==> src/hw/rxp_pkg.sv <==
// rxp_pkg: shared constants and types of the receive output port
package rxp_pkg;
   // character and status widths
   localparam int RXP_CHAR_W = 8;
   localparam int RXP_RAW_W = 10;
   localparam int RXP_STAT_W = 3;
   // fifo word layout: {comma, raw[9:0], dec[7:0], status[2:0]}
   localparam int RXP_ST_LSB = 0;
   localparam int RXP_DEC_LSB = 3;
   localparam int RXP_RAW_LSB = 11;
   localparam int RXP_COMMA_BIT = 21;
   localparam int RXP_WORD_W = 22;
   // bypass layout of the raw character
   localparam int RXP_RAW_LOW_W = 2;
   // buffering depth
   localparam int RXP_FIFO_DEPTH = 16;
   // tx clock synthesis counter width
   localparam int RXP_CNT_W = 8;
   // reset values of outputs
   localparam logic RXP_CLK_RST = 1'h0;
   localparam logic [RXP_CHAR_W-1:0] RXP_CHAR_RST = 8'h00;
   localparam logic [RXP_STAT_W-1:0] RXP_STAT_RST = 3'h0;
   // system clock
   localparam int RXP_MCLK_HZ = 50000000;
   // receive clock pair modes
   typedef enum logic [1:0] {
      RXP_MODE_FULL,
      RXP_MODE_DIV2,
      RXP_MODE_FOLLOW
   } rxp_mode_t;
endpackage

==> src/hw/rxp_port.sv <==
// rxp_port: receive output port with clock pair, tx clock out and fifo
`timescale 1ns/1ps
`default_nettype none

// character fifo, flip-flop storage, registered flags
module rxp_fifo #(
   parameter int WIDTH = 22,
   parameter int DEPTH = 16
) (
   // clock and reset
   input wire logic clk,
   input wire logic rst,
   // fill side
   input wire logic in_valid,
   output logic in_ready,
   input wire logic [WIDTH-1:0] in_data,
   // drain side
   output logic out_valid,
   input wire logic out_ready,
   output logic [WIDTH-1:0] out_data
);
   localparam int AW = $clog2(DEPTH);
   localparam logic [AW:0] DEPTH_C = (AW+1)'(DEPTH);
   localparam logic [AW-1:0] LAST_C = (AW)'(DEPTH-1);

   logic [WIDTH-1:0] mem_ff [DEPTH];  // storage
   logic [WIDTH-1:0] nxt_mem [DEPTH];
   logic [AW-1:0] wr_ff, nxt_wr;      // write index
   logic [AW-1:0] rd_ff, nxt_rd;      // read index
   logic [AW:0] cnt_ff, nxt_cnt;      // fill level
   logic ready_ff, nxt_ready;         // not full
   logic valid_ff, nxt_valid;         // not empty
   logic push, pop;

   // next state of storage, pointers and flags
   always_comb begin
      push = in_valid && ready_ff;
      pop = out_ready && valid_ff;
      nxt_mem = mem_ff;
      nxt_wr = wr_ff;
      nxt_rd = rd_ff;
      nxt_cnt = cnt_ff;
      if (push) begin
         nxt_mem[wr_ff] = in_data;
         nxt_wr = (wr_ff == LAST_C) ? '0 : wr_ff + 1'b1;
      end
      if (pop) begin
         nxt_rd = (rd_ff == LAST_C) ? '0 : rd_ff + 1'b1;
      end
      if (push && !pop) begin
         nxt_cnt = cnt_ff + 1'b1;
      end else if (pop && !push) begin
         nxt_cnt = cnt_ff - 1'b1;
      end
      // flags registered so both sides see flop outputs
      nxt_ready = (nxt_cnt != DEPTH_C);
      nxt_valid = (nxt_cnt != '0);
   end

   // register only
   always_ff @(posedge clk) begin
      if (rst) begin
         wr_ff <= '0;
         rd_ff <= '0;
         cnt_ff <= '0;
         ready_ff <= 1'b1;
         valid_ff <= 1'b0;
      end else begin
         wr_ff <= nxt_wr;
         rd_ff <= nxt_rd;
         cnt_ff <= nxt_cnt;
         ready_ff <= nxt_ready;
         valid_ff <= nxt_valid;
      end
      // data storage needs no reset, flags guard it
      mem_ff <= nxt_mem;
   end

   assign in_ready = ready_ff;
   assign out_valid = valid_ff;
   assign out_data = mem_ff[rd_ff];
endmodule

module rxp_port
   import rxp_pkg::*;
#(
   parameter int FIFO_DEPTH = rxp_pkg::RXP_FIFO_DEPTH,
   parameter int CNT_W = rxp_pkg::RXP_CNT_W
) (
   // clock and reset
   input wire logic mclk,
   input wire logic sys_rst,
   // configuration latches
   input wire logic rx_clock_source_select,
   input wire logic rx_rate_select,
   input wire logic tx_rate_select,
   input wire logic ref_half_rate,
   input wire logic decoder_bypass,
   // clock pins from outside
   input wire logic channel_ref_clock,
   input wire logic rx_recovered_clock,
   // characters from the receive decoder
   input wire logic rx_word_valid,
   output logic rx_word_ready,
   input wire logic [rxp_pkg::RXP_RAW_W-1:0] rx_raw_char,
   input wire logic [rxp_pkg::RXP_CHAR_W-1:0] rx_dec_char,
   input wire logic [rxp_pkg::RXP_STAT_W-1:0] rx_dec_status,
   input wire logic rx_comma_found,
   // host parallel output
   output logic rx_interface_clock_p,
   output logic rx_interface_clock_n,
   output logic [rxp_pkg::RXP_CHAR_W-1:0] rx_char_out,
   output logic [rxp_pkg::RXP_STAT_W-1:0] rx_status_out,
   // transmit clock output
   output logic tx_clock_out,
   output logic tx_char_strobe
);
   import rxp_pkg::*;

   // pin synchronisers: bit 0 reference, bit 1 recovered
   logic [1:0] pin_s1_ff, pin_s2_ff, pin_d_ff;
   logic [1:0] nxt_s1, nxt_s2, nxt_d;
   logic ref_rise, ref_fall, rec_rise, rec_fall;
   logic src_rise, src_fall;          // selected source edges
   rxp_mode_t mode;                   // pair generation mode
   logic char_evt;                    // a character is presented

   // fifo wires
   logic fifo_valid;
   logic [RXP_WORD_W-1:0] fifo_word;
   logic [RXP_WORD_W-1:0] in_word;

   // output registers
   logic clk_ff, nxt_clk;             // true clock of the pair
   logic clkn_ff, nxt_clkn;           // complement clock
   logic [RXP_CHAR_W-1:0] char_ff, nxt_char;
   logic [RXP_STAT_W-1:0] stat_ff, nxt_stat;

   // tx clock synthesis
   logic [CNT_W-1:0] tx_cnt_ff, nxt_tx_cnt;   // cycles since ref edge
   logic [CNT_W-1:0] tx_half_ff, nxt_tx_half; // last ref half period
   logic tx_ff, nxt_tx;
   logic txs_ff, nxt_txs;

   // two-flop synchronisers plus a delay flop; stage two and the delay flop are looked at
   always_comb begin
      nxt_s1 = {rx_recovered_clock, channel_ref_clock};
      nxt_s2 = pin_s1_ff;
      nxt_d = pin_s2_ff;
   end

   always_ff @(posedge mclk) begin
      if (sys_rst) begin
         pin_s1_ff <= '0;
         pin_s2_ff <= '0;
         pin_d_ff <= '0;
      end else begin
         pin_s1_ff <= nxt_s1;
         pin_s2_ff <= nxt_s2;
         pin_d_ff <= nxt_d;
      end
   end

   // edge detection on synchronised levels
   assign ref_rise = pin_s2_ff[0] & ~pin_d_ff[0];
   assign ref_fall = ~pin_s2_ff[0] & pin_d_ff[0];
   assign rec_rise = pin_s2_ff[1] & ~pin_d_ff[1];
   assign rec_fall = ~pin_s2_ff[1] & pin_d_ff[1];

   // source and mode selection
   always_comb begin
      // recovered or reference timing
      src_rise = rx_clock_source_select ? ref_rise : rec_rise;
      src_fall = rx_clock_source_select ? ref_fall : rec_fall;
      if (rx_clock_source_select && ref_half_rate) begin
         // rate setting ignored here
         mode = RXP_MODE_FOLLOW;
      end else if (rx_rate_select) begin
         mode = RXP_MODE_DIV2;
      end else begin
         mode = RXP_MODE_FULL;
      end
      // when a new character goes out
      if (mode == RXP_MODE_FOLLOW) begin
         char_evt = ref_rise | ref_fall;
      end else begin
         char_evt = src_rise;
      end
   end

   // pack decoder side word
   always_comb begin
      in_word = '0;
      in_word[RXP_COMMA_BIT] = rx_comma_found;
      in_word[RXP_RAW_LSB +: RXP_RAW_W] = rx_raw_char;
      in_word[RXP_DEC_LSB +: RXP_CHAR_W] = rx_dec_char;
      in_word[RXP_ST_LSB +: RXP_STAT_W] = rx_dec_status;
   end

   // fifo drains one word per character event
   rxp_fifo #(
      .WIDTH(RXP_WORD_W),
      .DEPTH(FIFO_DEPTH)
   ) u_fifo (
      .clk(mclk),
      .rst(sys_rst),
      .in_valid(rx_word_valid),
      .in_ready(rx_word_ready),
      .in_data(in_word),
      .out_valid(fifo_valid),
      .out_ready(char_evt),
      .out_data(fifo_word)
   );

   // next clock pair and presented character
   always_comb begin
      nxt_clk = clk_ff;
      nxt_char = char_ff;
      nxt_stat = stat_ff;
      case (mode)
         RXP_MODE_FULL: begin
            // high on source rise, low on source fall
            if (src_rise) begin
               nxt_clk = 1'b1;
            end else if (src_fall) begin
               nxt_clk = 1'b0;
            end
         end
         RXP_MODE_DIV2: begin
            // divided copy, toggles once per character
            if (src_rise) begin
               nxt_clk = ~clk_ff;
            end
         end
         RXP_MODE_FOLLOW: begin
            // buffered copy of the reference
            nxt_clk = pin_s2_ff[0];
         end
         default: begin
            nxt_clk = clk_ff;
         end
      endcase
      // complement always opposite, never stops
      nxt_clkn = ~nxt_clk;
      // data and status change in the same cycle as the pair
      if (char_evt && fifo_valid) begin
         if (decoder_bypass) begin
            // raw character split over data and status
            nxt_char = fifo_word[RXP_RAW_LSB+RXP_RAW_LOW_W +: RXP_CHAR_W];
            nxt_stat[RXP_RAW_LOW_W-1:0] =
               fifo_word[RXP_RAW_LSB +: RXP_RAW_LOW_W];
            nxt_stat[RXP_STAT_W-1] = fifo_word[RXP_COMMA_BIT];
         end else begin
            nxt_char = fifo_word[RXP_DEC_LSB +: RXP_CHAR_W];
            nxt_stat = fifo_word[RXP_ST_LSB +: RXP_STAT_W];
         end
      end
      // empty fifo on an event: last character is held
   end

   // register the output group
   always_ff @(posedge mclk) begin
      if (sys_rst) begin
         clk_ff <= RXP_CLK_RST;
         clkn_ff <= ~RXP_CLK_RST;
         char_ff <= RXP_CHAR_RST;
         stat_ff <= RXP_STAT_RST;
      end else begin
         clk_ff <= nxt_clk;
         clkn_ff <= nxt_clkn;
         char_ff <= nxt_char;
         stat_ff <= nxt_stat;
      end
   end

   // tx clock: measure ref half period, insert a mid edge for 2x
   always_comb begin
      nxt_tx_cnt = tx_cnt_ff;
      nxt_tx_half = tx_half_ff;
      nxt_tx = tx_ff;
      if (ref_rise || ref_fall) begin
         nxt_tx_half = tx_cnt_ff;
         nxt_tx_cnt = '0;
      end else if (tx_cnt_ff != '1) begin
         // saturate so a stopped ref does not wrap
         nxt_tx_cnt = tx_cnt_ff + 1'b1;
      end
      if (!tx_rate_select) begin
         // same frequency as the reference
         nxt_tx = pin_s2_ff[0];
      end else if (ref_rise || ref_fall) begin
         // rise on every reference edge
         nxt_tx = 1'b1;
      end else if (tx_cnt_ff == (tx_half_ff >> 1)) begin
         // fall halfway through the half period
         nxt_tx = 1'b0;
      end
      // phase to ref set by sync latency, not promised
      // character strobe marks each tx rising edge
      nxt_txs = nxt_tx & ~tx_ff;
   end

   always_ff @(posedge mclk) begin
      if (sys_rst) begin
         tx_cnt_ff <= '0;
         tx_half_ff <= '0;
         tx_ff <= RXP_CLK_RST;
         txs_ff <= 1'b0;
      end else begin
         tx_cnt_ff <= nxt_tx_cnt;
         tx_half_ff <= nxt_tx_half;
         tx_ff <= nxt_tx;
         txs_ff <= nxt_txs;
      end
   end

   // outputs straight from flops
   assign rx_interface_clock_p = clk_ff;
   assign rx_interface_clock_n = clkn_ff;
   assign rx_char_out = char_ff;
   assign rx_status_out = stat_ff;
   assign tx_clock_out = tx_ff;
   assign tx_char_strobe = txs_ff;
endmodule

`default_nettype wire

==> config.mk <==
export PLATFORM = sky130hd
export DESIGN_NAME = rxp_port
export DESIGN_NICKNAME = d
export VERILOG_FILES = /design/src/hw/rxp_pkg.sv /design/src/hw/rxp_port.sv
export SDC_FILE = /design/constraint.sdc
export NUM_CORES = 1
export LEC_CHECK = 0
export BUFFER_PORTS_ARGS = -buffer_cell sky130_fd_sc_hd__buf_2
export CORE_MARGIN = 3
export CORE_UTILIZATION = 56
export DETAILED_ROUTE_END_ITERATION = 10
export PLACE_DENSITY = 0.73
export SYNTH_ARGS = -nofsm -noshare
export SYNTH_HDL_FRONTEND = slang
export SYNTH_SLANG_ARGS = --single-unit
==> constraint.sdc <==
create_clock -name mclk -period 6.7 [get_ports mclk]
set_input_delay 1.34 -clock mclk [delete_from_list [all_inputs] [get_ports mclk]]
set_output_delay 1.34 -clock mclk [all_outputs]
set_load 0.02 [all_outputs]
Word level (Yosys, flattened, before mapping) --
Index checks and enable logic that the tools add are counted. W data, S select, Z words.
Word-level totals: word-level logic and storage cells 98, memories kept 0, ROM bits 0, latch bits 0, register bits after elaboration 404, memory bits (writable) 0, output and inout bits 16
Cells by class: mux-type cells 24, equal/unequal tests 7, div/mod/pow operators 0, $lt $le $gt $ge 3, shift operators 0, bitwise operators 15, $mul 0, reductions and logical operators 12, $add $sub $neg 5
Operator list (number):
- $bwmux W352 | 1
- $bmux W22 S4 | 1
- $demux W22 S4 | 1
- $mux W22 | 3
- $ge A5 B5 Y1 const B | 2
- $mux W1 | 10
- $mux W5 | 2
- $not A4 Y5 | 2
- $add A4 B1 Y4 const B | 2
- $add A8 B1 Y8 const B | 1
- $eq A4 B4 Y1 const B | 2
- $eq A8 B7 Y1 | 1
- $mux W4 | 2
- $mux W8 | 1
- $ne A8 B8 Y1 const B | 1
- $not A1 Y1 | 7
- $logic_and A1 B1 Y1 | 6
- $add A5 B1 Y5 const B | 1
- $and A1 B1 Y1 | 5
- $lt A5 B1 Y1 const B | 1
- $ne A5 B5 Y1 const B | 1
- $reduce_bool A5 Y1 | 1
- $sub A5 B1 Y5 const B | 1
- $mux W3 | 1
- other kinds (9) | 10

Longest topological paths before layout --
Gate-level depths: netlist of the first run.
depth after elaboration 9, mapped depth 8, mapped depth without buffers 7

Hierarchy --
Synthesis of the first run repeated with hierarchy kept, for this count alone.
Second synthesis, totals: cells, all modules 860, area total of the unflattened synthesis 15952.8 um^2
By module, submodules not included:
- rxp_fifo | instances 1, cells an instance 678, area an instance 14244.9 um^2
- rxp_port | instances 1, cells an instance 182, area an instance 1707.9 um^2

Least setup slack after synthesis of the first run --
Ideal clock, no wire load.
path type input-to-reg, start input port rx_word_valid, end register u_fifo.mem_ff[264] (netlist name), enable pin, path slack 2.761 ns, cell stages on the path 4, arrival 3.510 ns, data required time 6.271 ns, library setup time 0.429 ns, cell sequence and2_1 -> clkbuf_1 -> nand2_1 -> nor3_1
On the way: longest elaborated chain between the ends 1
RTL lines:
- start: declaration | RTL line rxp_port.sv:103 | input wire logic rx_word_valid,
- $logic_and A1 B1 Y1 | RTL line rxp_port.sv:37 | push = in_valid && ready_ff;
- end signal: assignment | RTL line rxp_port.sv:76 | mem_ff <= nxt_mem;
- end: declaration | RTL line rxp_port.sv:26 | logic [WIDTH-1:0] mem_ff [DEPTH];
Every way passes these cells. A chain may end at the register's enable or synchronous reset.

Worst setup path in the final report of the first run --
start input port rx_word_valid, end register u_fifo.mem_ff[340] (netlist name), enable pin
The elaborated chain is that of the path after synthesis.

==> results of run 1 <==
## routing by layer
metal	global-route usage (%)	up-vias	wire length, µm
li1	-	3460	-
met1	33.1	4159	13600
met2	34.8	419	15900
met3	3.76	65	2790
met4	6.40	2	744
met5	0	-	13
## critical path, cell delays in order
cell and delay (ns):
buf_2 0.10, and2_1 0.42, nand2_1 0.26, nor3_2 0.90
buf_4 0.45
## final timing paths
| check | from | end | slack, ns | cells after the start |
|---|---|---|---|---|
| setup / recovery | rx_word_valid | u_fifo.mem_ff[340] | 3.42 | 5 |
| hold / removal | nxt_s2[1] | nxt_d[1] | 0.45 | 1 |
| setup reg to reg | u_fifo.rd_ff[1] | rx_char_out[7] | 3.45 | 5 |
| hold reg to reg | nxt_s2[1] | nxt_d[1] | 0.45 | 1 |
## area by class of cell
class / count / area [µm²] / area share (%)
repair buffers: 68 / 400 / 2.25
multi-input cells: 355 / 4020 / 22.6
inverters: 10 / 37.5 / 0.211
clock inverters: 19 / 184 / 1.03
clock buffers: 55 / 1110 / 6.22
flip-flops and latches: 403 / 11600 / 65.1
well taps: 372 / 465 / 2.61
## logic make-up after synthesis
| logic type | after synthesis | synth area share (%) |
|---|---|---|
| compound gates | 77 | 3.25 |
| simple gates | 127 | 3.90 |
| xor+xnor | 15 | 0.829 |
| fa+ha+maj | 10 | 0.789 |
| mux | 126 | 16.3 |
| buf+inv | 51 | 1.83 |
| flops | 403 | 73.1 |
## flip-flops by register name, summed over array words and instances, names as in the netlist
signal	cells
nxt_d	2
rx_interface_clock_n	1
tx_half_ff	7
rx_char_out	8
nxt_s2	2
u_fifo.cnt_ff	5
u_fifo.rd_ff	4
rx_interface_clock_p	1
tx_cnt_ff	8
tx_char_strobe	1
u_fifo.out_valid	1
tx_clock_out	1
rx_status_out	3
u_fifo.in_ready	1
u_fifo.wr_ff	4
pin_d_ff	2
u_fifo.mem_ff	352
## cell usage after synthesis, drive strengths merged, types with 2 or more instances
cell       n
mux2i     25
and3       2
buf       23
nor2b      5
nor3      16
or2        2
o22ai      2
o221ai     8
edfxtp   352
nor2      38
o31ai      3
xor2       8
mux4     100
or4        4
a21oi     23
a2111oi    2
nand2b    11
o21a       2
o311a      2
o21ai     15
inv       10
and4       2
and2       3
a211oi     7
clkbuf    18
nand3     10
nand4      4
nand2     26
xnor2      7
ha        10
a311oi     2
dfxtp     51
o311ai     3
## power groups by stage
| stage | combinational, W | clock, W | sequential [W] |
|---|---|---|---|
| after CTS | 0.000280 | 0.00222 | 0.00281 |
| after global routing | 0.000302 | 0.00233 | 0.00281 |
| after detailed placement | 0.000278 | 0 | 0.00286 |
| after floorplan | 0.000177 | 0 | 0.00285 |
| final | 0.000280 | 0.00220 | 0.00281 |
| after global placement | 0.000264 | 0 | 0.00286 |
## stage by stage
step | cells | hold slack [ns]
after global placement | 1207 | 0.426
after CTS | 1281 | 0.458
after detailed placement | 1207 | 0.439
final | 1282 | 0.446
after global routing | 1282 | 0.470
after floorplan | 809 | 0.414
==> key figures, run 1 <==
Pwr
  – Logic pwr share: roughly 5.3%
  – Psw: about 0.0011 W
  – Sw Share: 21.1%
  – Clk network pwr share: between 40% and 50%
  – Cell Int Power: ~0.0042 W
  – Leak: around 5.7 nW
  – Sequential share of power: a little over half
  – Power Density: a little under 300 mW/mm²
  – Design Power: between 0.005 and 0.006 W
  – VDD IR max: ~0.17 mV

Detailed routing
  – Routed wire length: ~33000 µm
  – Antenna Nets Post-Route: 0
  – Vias after detailed routing: 8105
  – DR iter-0 viols: 944
  – Avg Vias per Cell: roughly 6.3
  – TritonRoute pass-1 iters: 6
  – Post-route DRC: 0
  – Wire length per cell: between 20 and 30 µm

Logic synthesis
  – Synthesized flop and latch total: 403
  – Syn avg cell area: 19.6 µm²
  – Ys async rst share: 0%
  – EDFF count, synth: around 350
  – Gate Count Post-Synth: approximately 810
  – Netlist cell types: 53
  – Dominant cells by area after synthesis: edfxtp_1, mux4_2, dfxtp_1, mux4_1, mux2i_1
  – Synth warn: 0
  – Post-Syn Area: 0.0158 mm²
  – Top_reg_cell synth: edfxtp_1
  – Leading area contributor after synthesis: edfxtp_1
  – Mapped Nets: roughly 850
  – Share of the synthesized area in the top cell type: about two thirds
  – Seq/Total Area, Yosys: approximately 73%

Timing
  – Setup Skew: roughly 0.011 ns
  – Crit share post-route: ~49%
  – RSZ-0062 raised after global routing: no
  – Final setup TNS: 0 ns
  – Fin. Hold Viols: 0
  – Fmax: a little over 300 MHz
  – Fin crit period: ~3.3 ns
  – Slew headroom: between 10% and 20%
  – Slew Limit Fails: 0
  – # setup viols final: 0
  – Slew @ Worst Pin: 1.32 ns
  – Worst setup margin: about 3.4 ns

Global route
  – GRT Overall Usage: 22.3%
  – Vias in the first global route: 8405
  – Largest net degree at the start of global routing: 64
  – First-pass GRT wire length: a little over 50000 µm
  – Antenna violations before repair: 1
  – Congestion Overflow GR: 0

Cells and area
  – Post-route cell area: roughly 0.018 mm²
  – Area Overhead vs Synth: 12.4%
  – Commonest non-fill, non-tap cell in the layout: edfxtp_1
  – Nets: between 900 and 1k
  – Fill count: approximately 1.8k
  – Diode count: 0
  – Final core utilization: between 60% and 70%
  – Layout cells sized above 1: 25.5%
  – Most used cells in the layout excluding fill and tap cells: edfxtp_1, mux4_2, dfxtp_1, buf_2, clkbuf_16

Place
  – Post-DP Area: between 0.015 and 0.02 mm²
  – Final RePlAce weighted congestion: between 0.8 and 0.9
  – Post-DP HPWL: between 15000 and 20000 µm
  – IO Port Bufs: 47
  – DP Worst Slack: ~3 ns

Die
  – Initial Util: a little under 60%
  – Row cnt: 60
  – Die Span X: between 150 and 200 µm
  – Total core area: ~0.027 mm²
  – I/O pins: 48
  – DIE AREA: 0.0304 mm²
  – Die H: 174 µm

Clock network
  – H-tree depth: 2
  – Clock latency on the worst-skew pair: approximately 0.52 ns
  – CTS buffer count: a little over 40
  – Setup bufs post-CTS: 0
  – Num Clock Sinks: 403
  – Hold-fix buffers, CTS: 0
  – Max clock buf depth: 3
  – Clk Tree Root Cell: clkbuf_16
  – CTS tree: yes
  – Clock transition at path regs: about 0.06 ns
  – Post-CTS sizing: 0

Critical path
  – Critical path capture point type: flip-flop
  – Critical Path Fanout Max: 13
  – Critical path launch point type: input pin
  – Crit Path Class: in -> reg
  – Crit path arrival time: 3.48 ns
  – Worst Path Required: 6.89 ns

Run
  – # Max-Cap Violations: 0

Status
  – Outcome: finished, final reports clean

Hold path
  – Worst min path class: reg -> reg
No activity file was read; power rests on OpenSTA's default activity.
==> run 2, diff against run 1 <==
ABC_AREA = 1   (was not set)
clock period = 3.3 ns   (was 6.7 ns; I/O delays follow)
==> run 2 against run 1 <==
Die area grew 2.7%. Combinational power increased to 4.9 times the previous value. Total power grew 120%. Via count grew 34%. Largest cell class unchanged. Highest routed layer is now met4. Largest power group unchanged. Core utilization shrank 0.47 points. Sequential power rose by 100%. First-iteration DRC count up 45%. Worst setup slack worse by 2.4 ns. Register-to-register slack worse by 2.5 ns. Worst hold slack got worse by 0.11 ns. Clock power up 110%.
==> key figures, run 2 <==
Critical path
  – Critical Path Fanout Max: 24
  – Critical path launch point type: flip-flop
  – FF-to-FF Start: u_fifo.rd_ff[2]
  – Critical path capture point type: flip-flop
  – Most frequent CP cell: nand3_1
  – R2R Setup Slk: between 0.9 and 1 ns
  – Buf/Inv on CP: 1
  – Worst Path Required: between 3 and 4 ns
  – R2R depth: 6
  – Critical-path top delay cell: dfxtp_1
  – Number of cells on the critical path: 6
  – Top delay family on crit path: flip-flops
  – CP Capture Point: rx_char_out[1]
  – Setup crit start: u_fifo.rd_ff[2]
  – RR Endpoint: rx_char_out[1]
  – Crit path arrival time: about 2.8 ns
  – Critical Path Max Stage Delay: just over 0.7 ns
  – Crit Path Class: reg -> reg
  – CP Cell Sequence: inv_1 -> o211ai_1 -> nand3_1 -> nand3_1 -> nand3_1 -> a21oi_1

Logic synthesis
  – Leading area contributor after synthesis: edfxtp_1
  – Synthesized flop and latch total: between 400 and 500
  – Share of the synthesized area in the top cell type: between 60% and 70%
  – Synth top cells by count: edfxtp_1, nor2_1, nand2_1
  – Seq/Total Area, Yosys: between 70% and 80%
  – Synth warn: 0
  – Syn avg cell area: between 10 and 15 µm²
  – Count leader, synth: edfxtp_1
  – Dominant cells by area after synthesis: edfxtp_1, nor2_1, dfxtp_1, o21ai_0, nand2_1
  – Ys async rst share: 0%
  – Gate Count Post-Synth: about 1.4k
  – EDFF count, synth: about 350
  – Top_reg_cell synth: edfxtp_1
  – Mapped Nets: approximately 1.4k
  – Netlist cell types: 31
  – Post-Syn Area: 0.0163 mm²

Timing
  – # setup viols final: 0
  – Setup Skew: around 0.018 ns
  – Slew Limit Fails: 0
  – Slew headroom: 34.5%
  – Final setup TNS: 0 ns
  – Fmax: ~430 MHz
  – Fin. Hold Viols: 0
  – Crit share post-route: a little over two thirds
  – Fin crit period: between 2 and 2.5 ns
  – Slew @ Worst Pin: between 0.9 and 1 ns
  – RSZ-0062 raised after global routing: no

Detailed routing
  – DR iter-0 viols: between 1k and 1.5k
  – Antenna Nets Post-Route: 0
  – TritonRoute pass-1 iters: 5
  – Avg Vias per Cell: 5.88
  – Routed wire length: about 38000 µm
  – Wire length per cell: a little over 20 µm
  – Vias after detailed routing: about 11k
  – Post-route DRC: 0

Cells and area
  – Commonest non-fill, non-tap cell in the layout: edfxtp_1
  – Nets: 1484
  – Top reg by flops: u_fifo.mem_ff
  – Final core utilization: 64.5%
  – Fill count: around 2.1k
  – Diode count: 0
  – Area Overhead vs Synth: 11.9%
  – Layout cells sized above 1: a little over a tenth
  – Post-Layout Cell Count: ~1.9k
  – Largest register FFs: ~350
  – Most used cells in the layout excluding fill and tap cells: edfxtp_1, nor2_1, nand2_1, o21ai_0, nand3_1

Die
  – DIE AREA: roughly 0.031 mm²
  – Die Span X: 177 µm
  – Total core area: 0.0282 mm²
  – Die H: roughly 180 µm
  – Row cnt: ~60
  – Initial Util: about 58%
  – I/O pins: between 40 and 50

Clock network
  – CTS buffer count: 40
  – Num Clock Sinks: ~400
  – Post-CTS sizing: 0
  – Hold-fix buffers, CTS: 0
  – Clk Tree Root Cell: clkbuf_16
  – Max clock buf depth: 3
  – Clock transition at path regs: about 0.060 ns
  – H-tree depth: 2
  – Setup bufs post-CTS: 0
  – CTS tree: yes
  – Clock latency on the worst-skew pair: roughly 0.53 ns

Global route
  – GRT Overall Usage: between 20% and 30%
  – First-pass GRT wire length: 58300 µm
  – Vias in the first global route: roughly 10k
  – Antenna violations before repair: 0
  – Congestion Overflow GR: 0
  – Largest net degree at the start of global routing: 181

Place
  – Post-DP HPWL: around 23000 µm
  – IO Port Bufs: 47
  – Final RePlAce weighted congestion: 0.859
  – Placed insts: ~1.8k

Hold path
  – Worst min path class: in -> reg

Pwr
  – VDD IR max: around 0.5 mV
  – Design Power: 0.0116 W
  – Power Density: ~640 mW/mm²
  – Leak: between 6 and 7 nW

Status
  – Outcome: finished, final reports clean

Run
  – # Max-Cap Violations: 0
==> run 2: cell count changes in the layout (fill, tap and decap cells not counted), moves of 17 or more <==
cell,delta
a21oi_1,+31
inv_1,+44
mux2i_1,-25
mux4_1,-17
mux4_2,-83
nand2_1,+144
nand3_1,+78
nor2_1,+233
o211ai_1,+47
o21ai_0,+148
o21ai_1,+20
==> run 2: layout make-up <==
type                    count  area [µm²]  share of cell area, %
clock buffers              48        1050                   5.77
clock inverters            26         256                   1.41
inverters                  57         216                   1.19
multi-input cells         866        4090                   22.4
flip-flops and latches    403       11600                   63.6
well taps                 378         473                   2.59
repair buffers             74         538                   2.95
==> run 2: metal layers <==
metal  vias up  GRT usage [%]  wire, µm
li1       5040              -         -
met3        72           4.54      3130
met5         -              0         0
met4         0           8.15      1070
met1      5314           35.1     15900
met2       472           37.9     17900
==> run 2: power by group <==
part	total (W)	leakage, nW	switching [W]	internal, W
combinational	0.00137	2.17	0.000972	0.000395
sequential	0.00573	3.60	0.0000788	0.00565
clock	0.00454	0.641	0.00187	0.00267
total	0.0116	6.41	0.00292	0.00872
==> run 2: kinds of logic after synthesis <==
logic type / Yosys count / synth area share [%]
xor+xnor: 7 / 0.376
simple gates: 551 / 13.7
buf+inv: 136 / 4.00
flops: 403 / 71.2
compound gates: 298 / 10.0
fa+ha+maj: 10 / 0.768
==> run 2: worst min-delay path by stage <==
| stage | slack (ns) | endpoint | cells past startpoint | startpoint |
|---|---|---|---|---|
| 3_5_place_dp | 0.40 | nxt_d[0] | 2 | nxt_s2[0] |
| 6_report | 0.34 | nxt_s2[1] | 3 | rx_recovered_clock |
| 2_1_floorplan | 0.39 | nxt_d[0] | 2 | nxt_s2[0] |
| 5_1_grt | 0.35 | nxt_s2[1] | 3 | rx_recovered_clock |
| 3_3_place_gp | 0.40 | nxt_d[0] | 2 | nxt_s2[0] |
| 4_1_cts | 0.33 | nxt_s2[1] | 3 | rx_recovered_clock |
==> run 2: worst reg2reg max path, cell delays in order, from the launching register on <==
cell	delay, ns
dfxtp_1	0.71
inv_1	0.63
o211ai_1	0.35
nand3_1	0.13
nand3_1	0.17
nand3_1	0.10
a21oi_1	0.14
==> run 2: per-stage QoR <==
stage                     cell area, µm²  worst slack (ns)  hold slack [ns]
after floorplan                    16300             0.824            0.388
after global placement             16900             0.881            0.396
after detailed placement           16900             0.841            0.397
after CTS                          18200              1.00            0.327
after global routing               18200             0.791            0.349
final                              18200             0.982            0.340
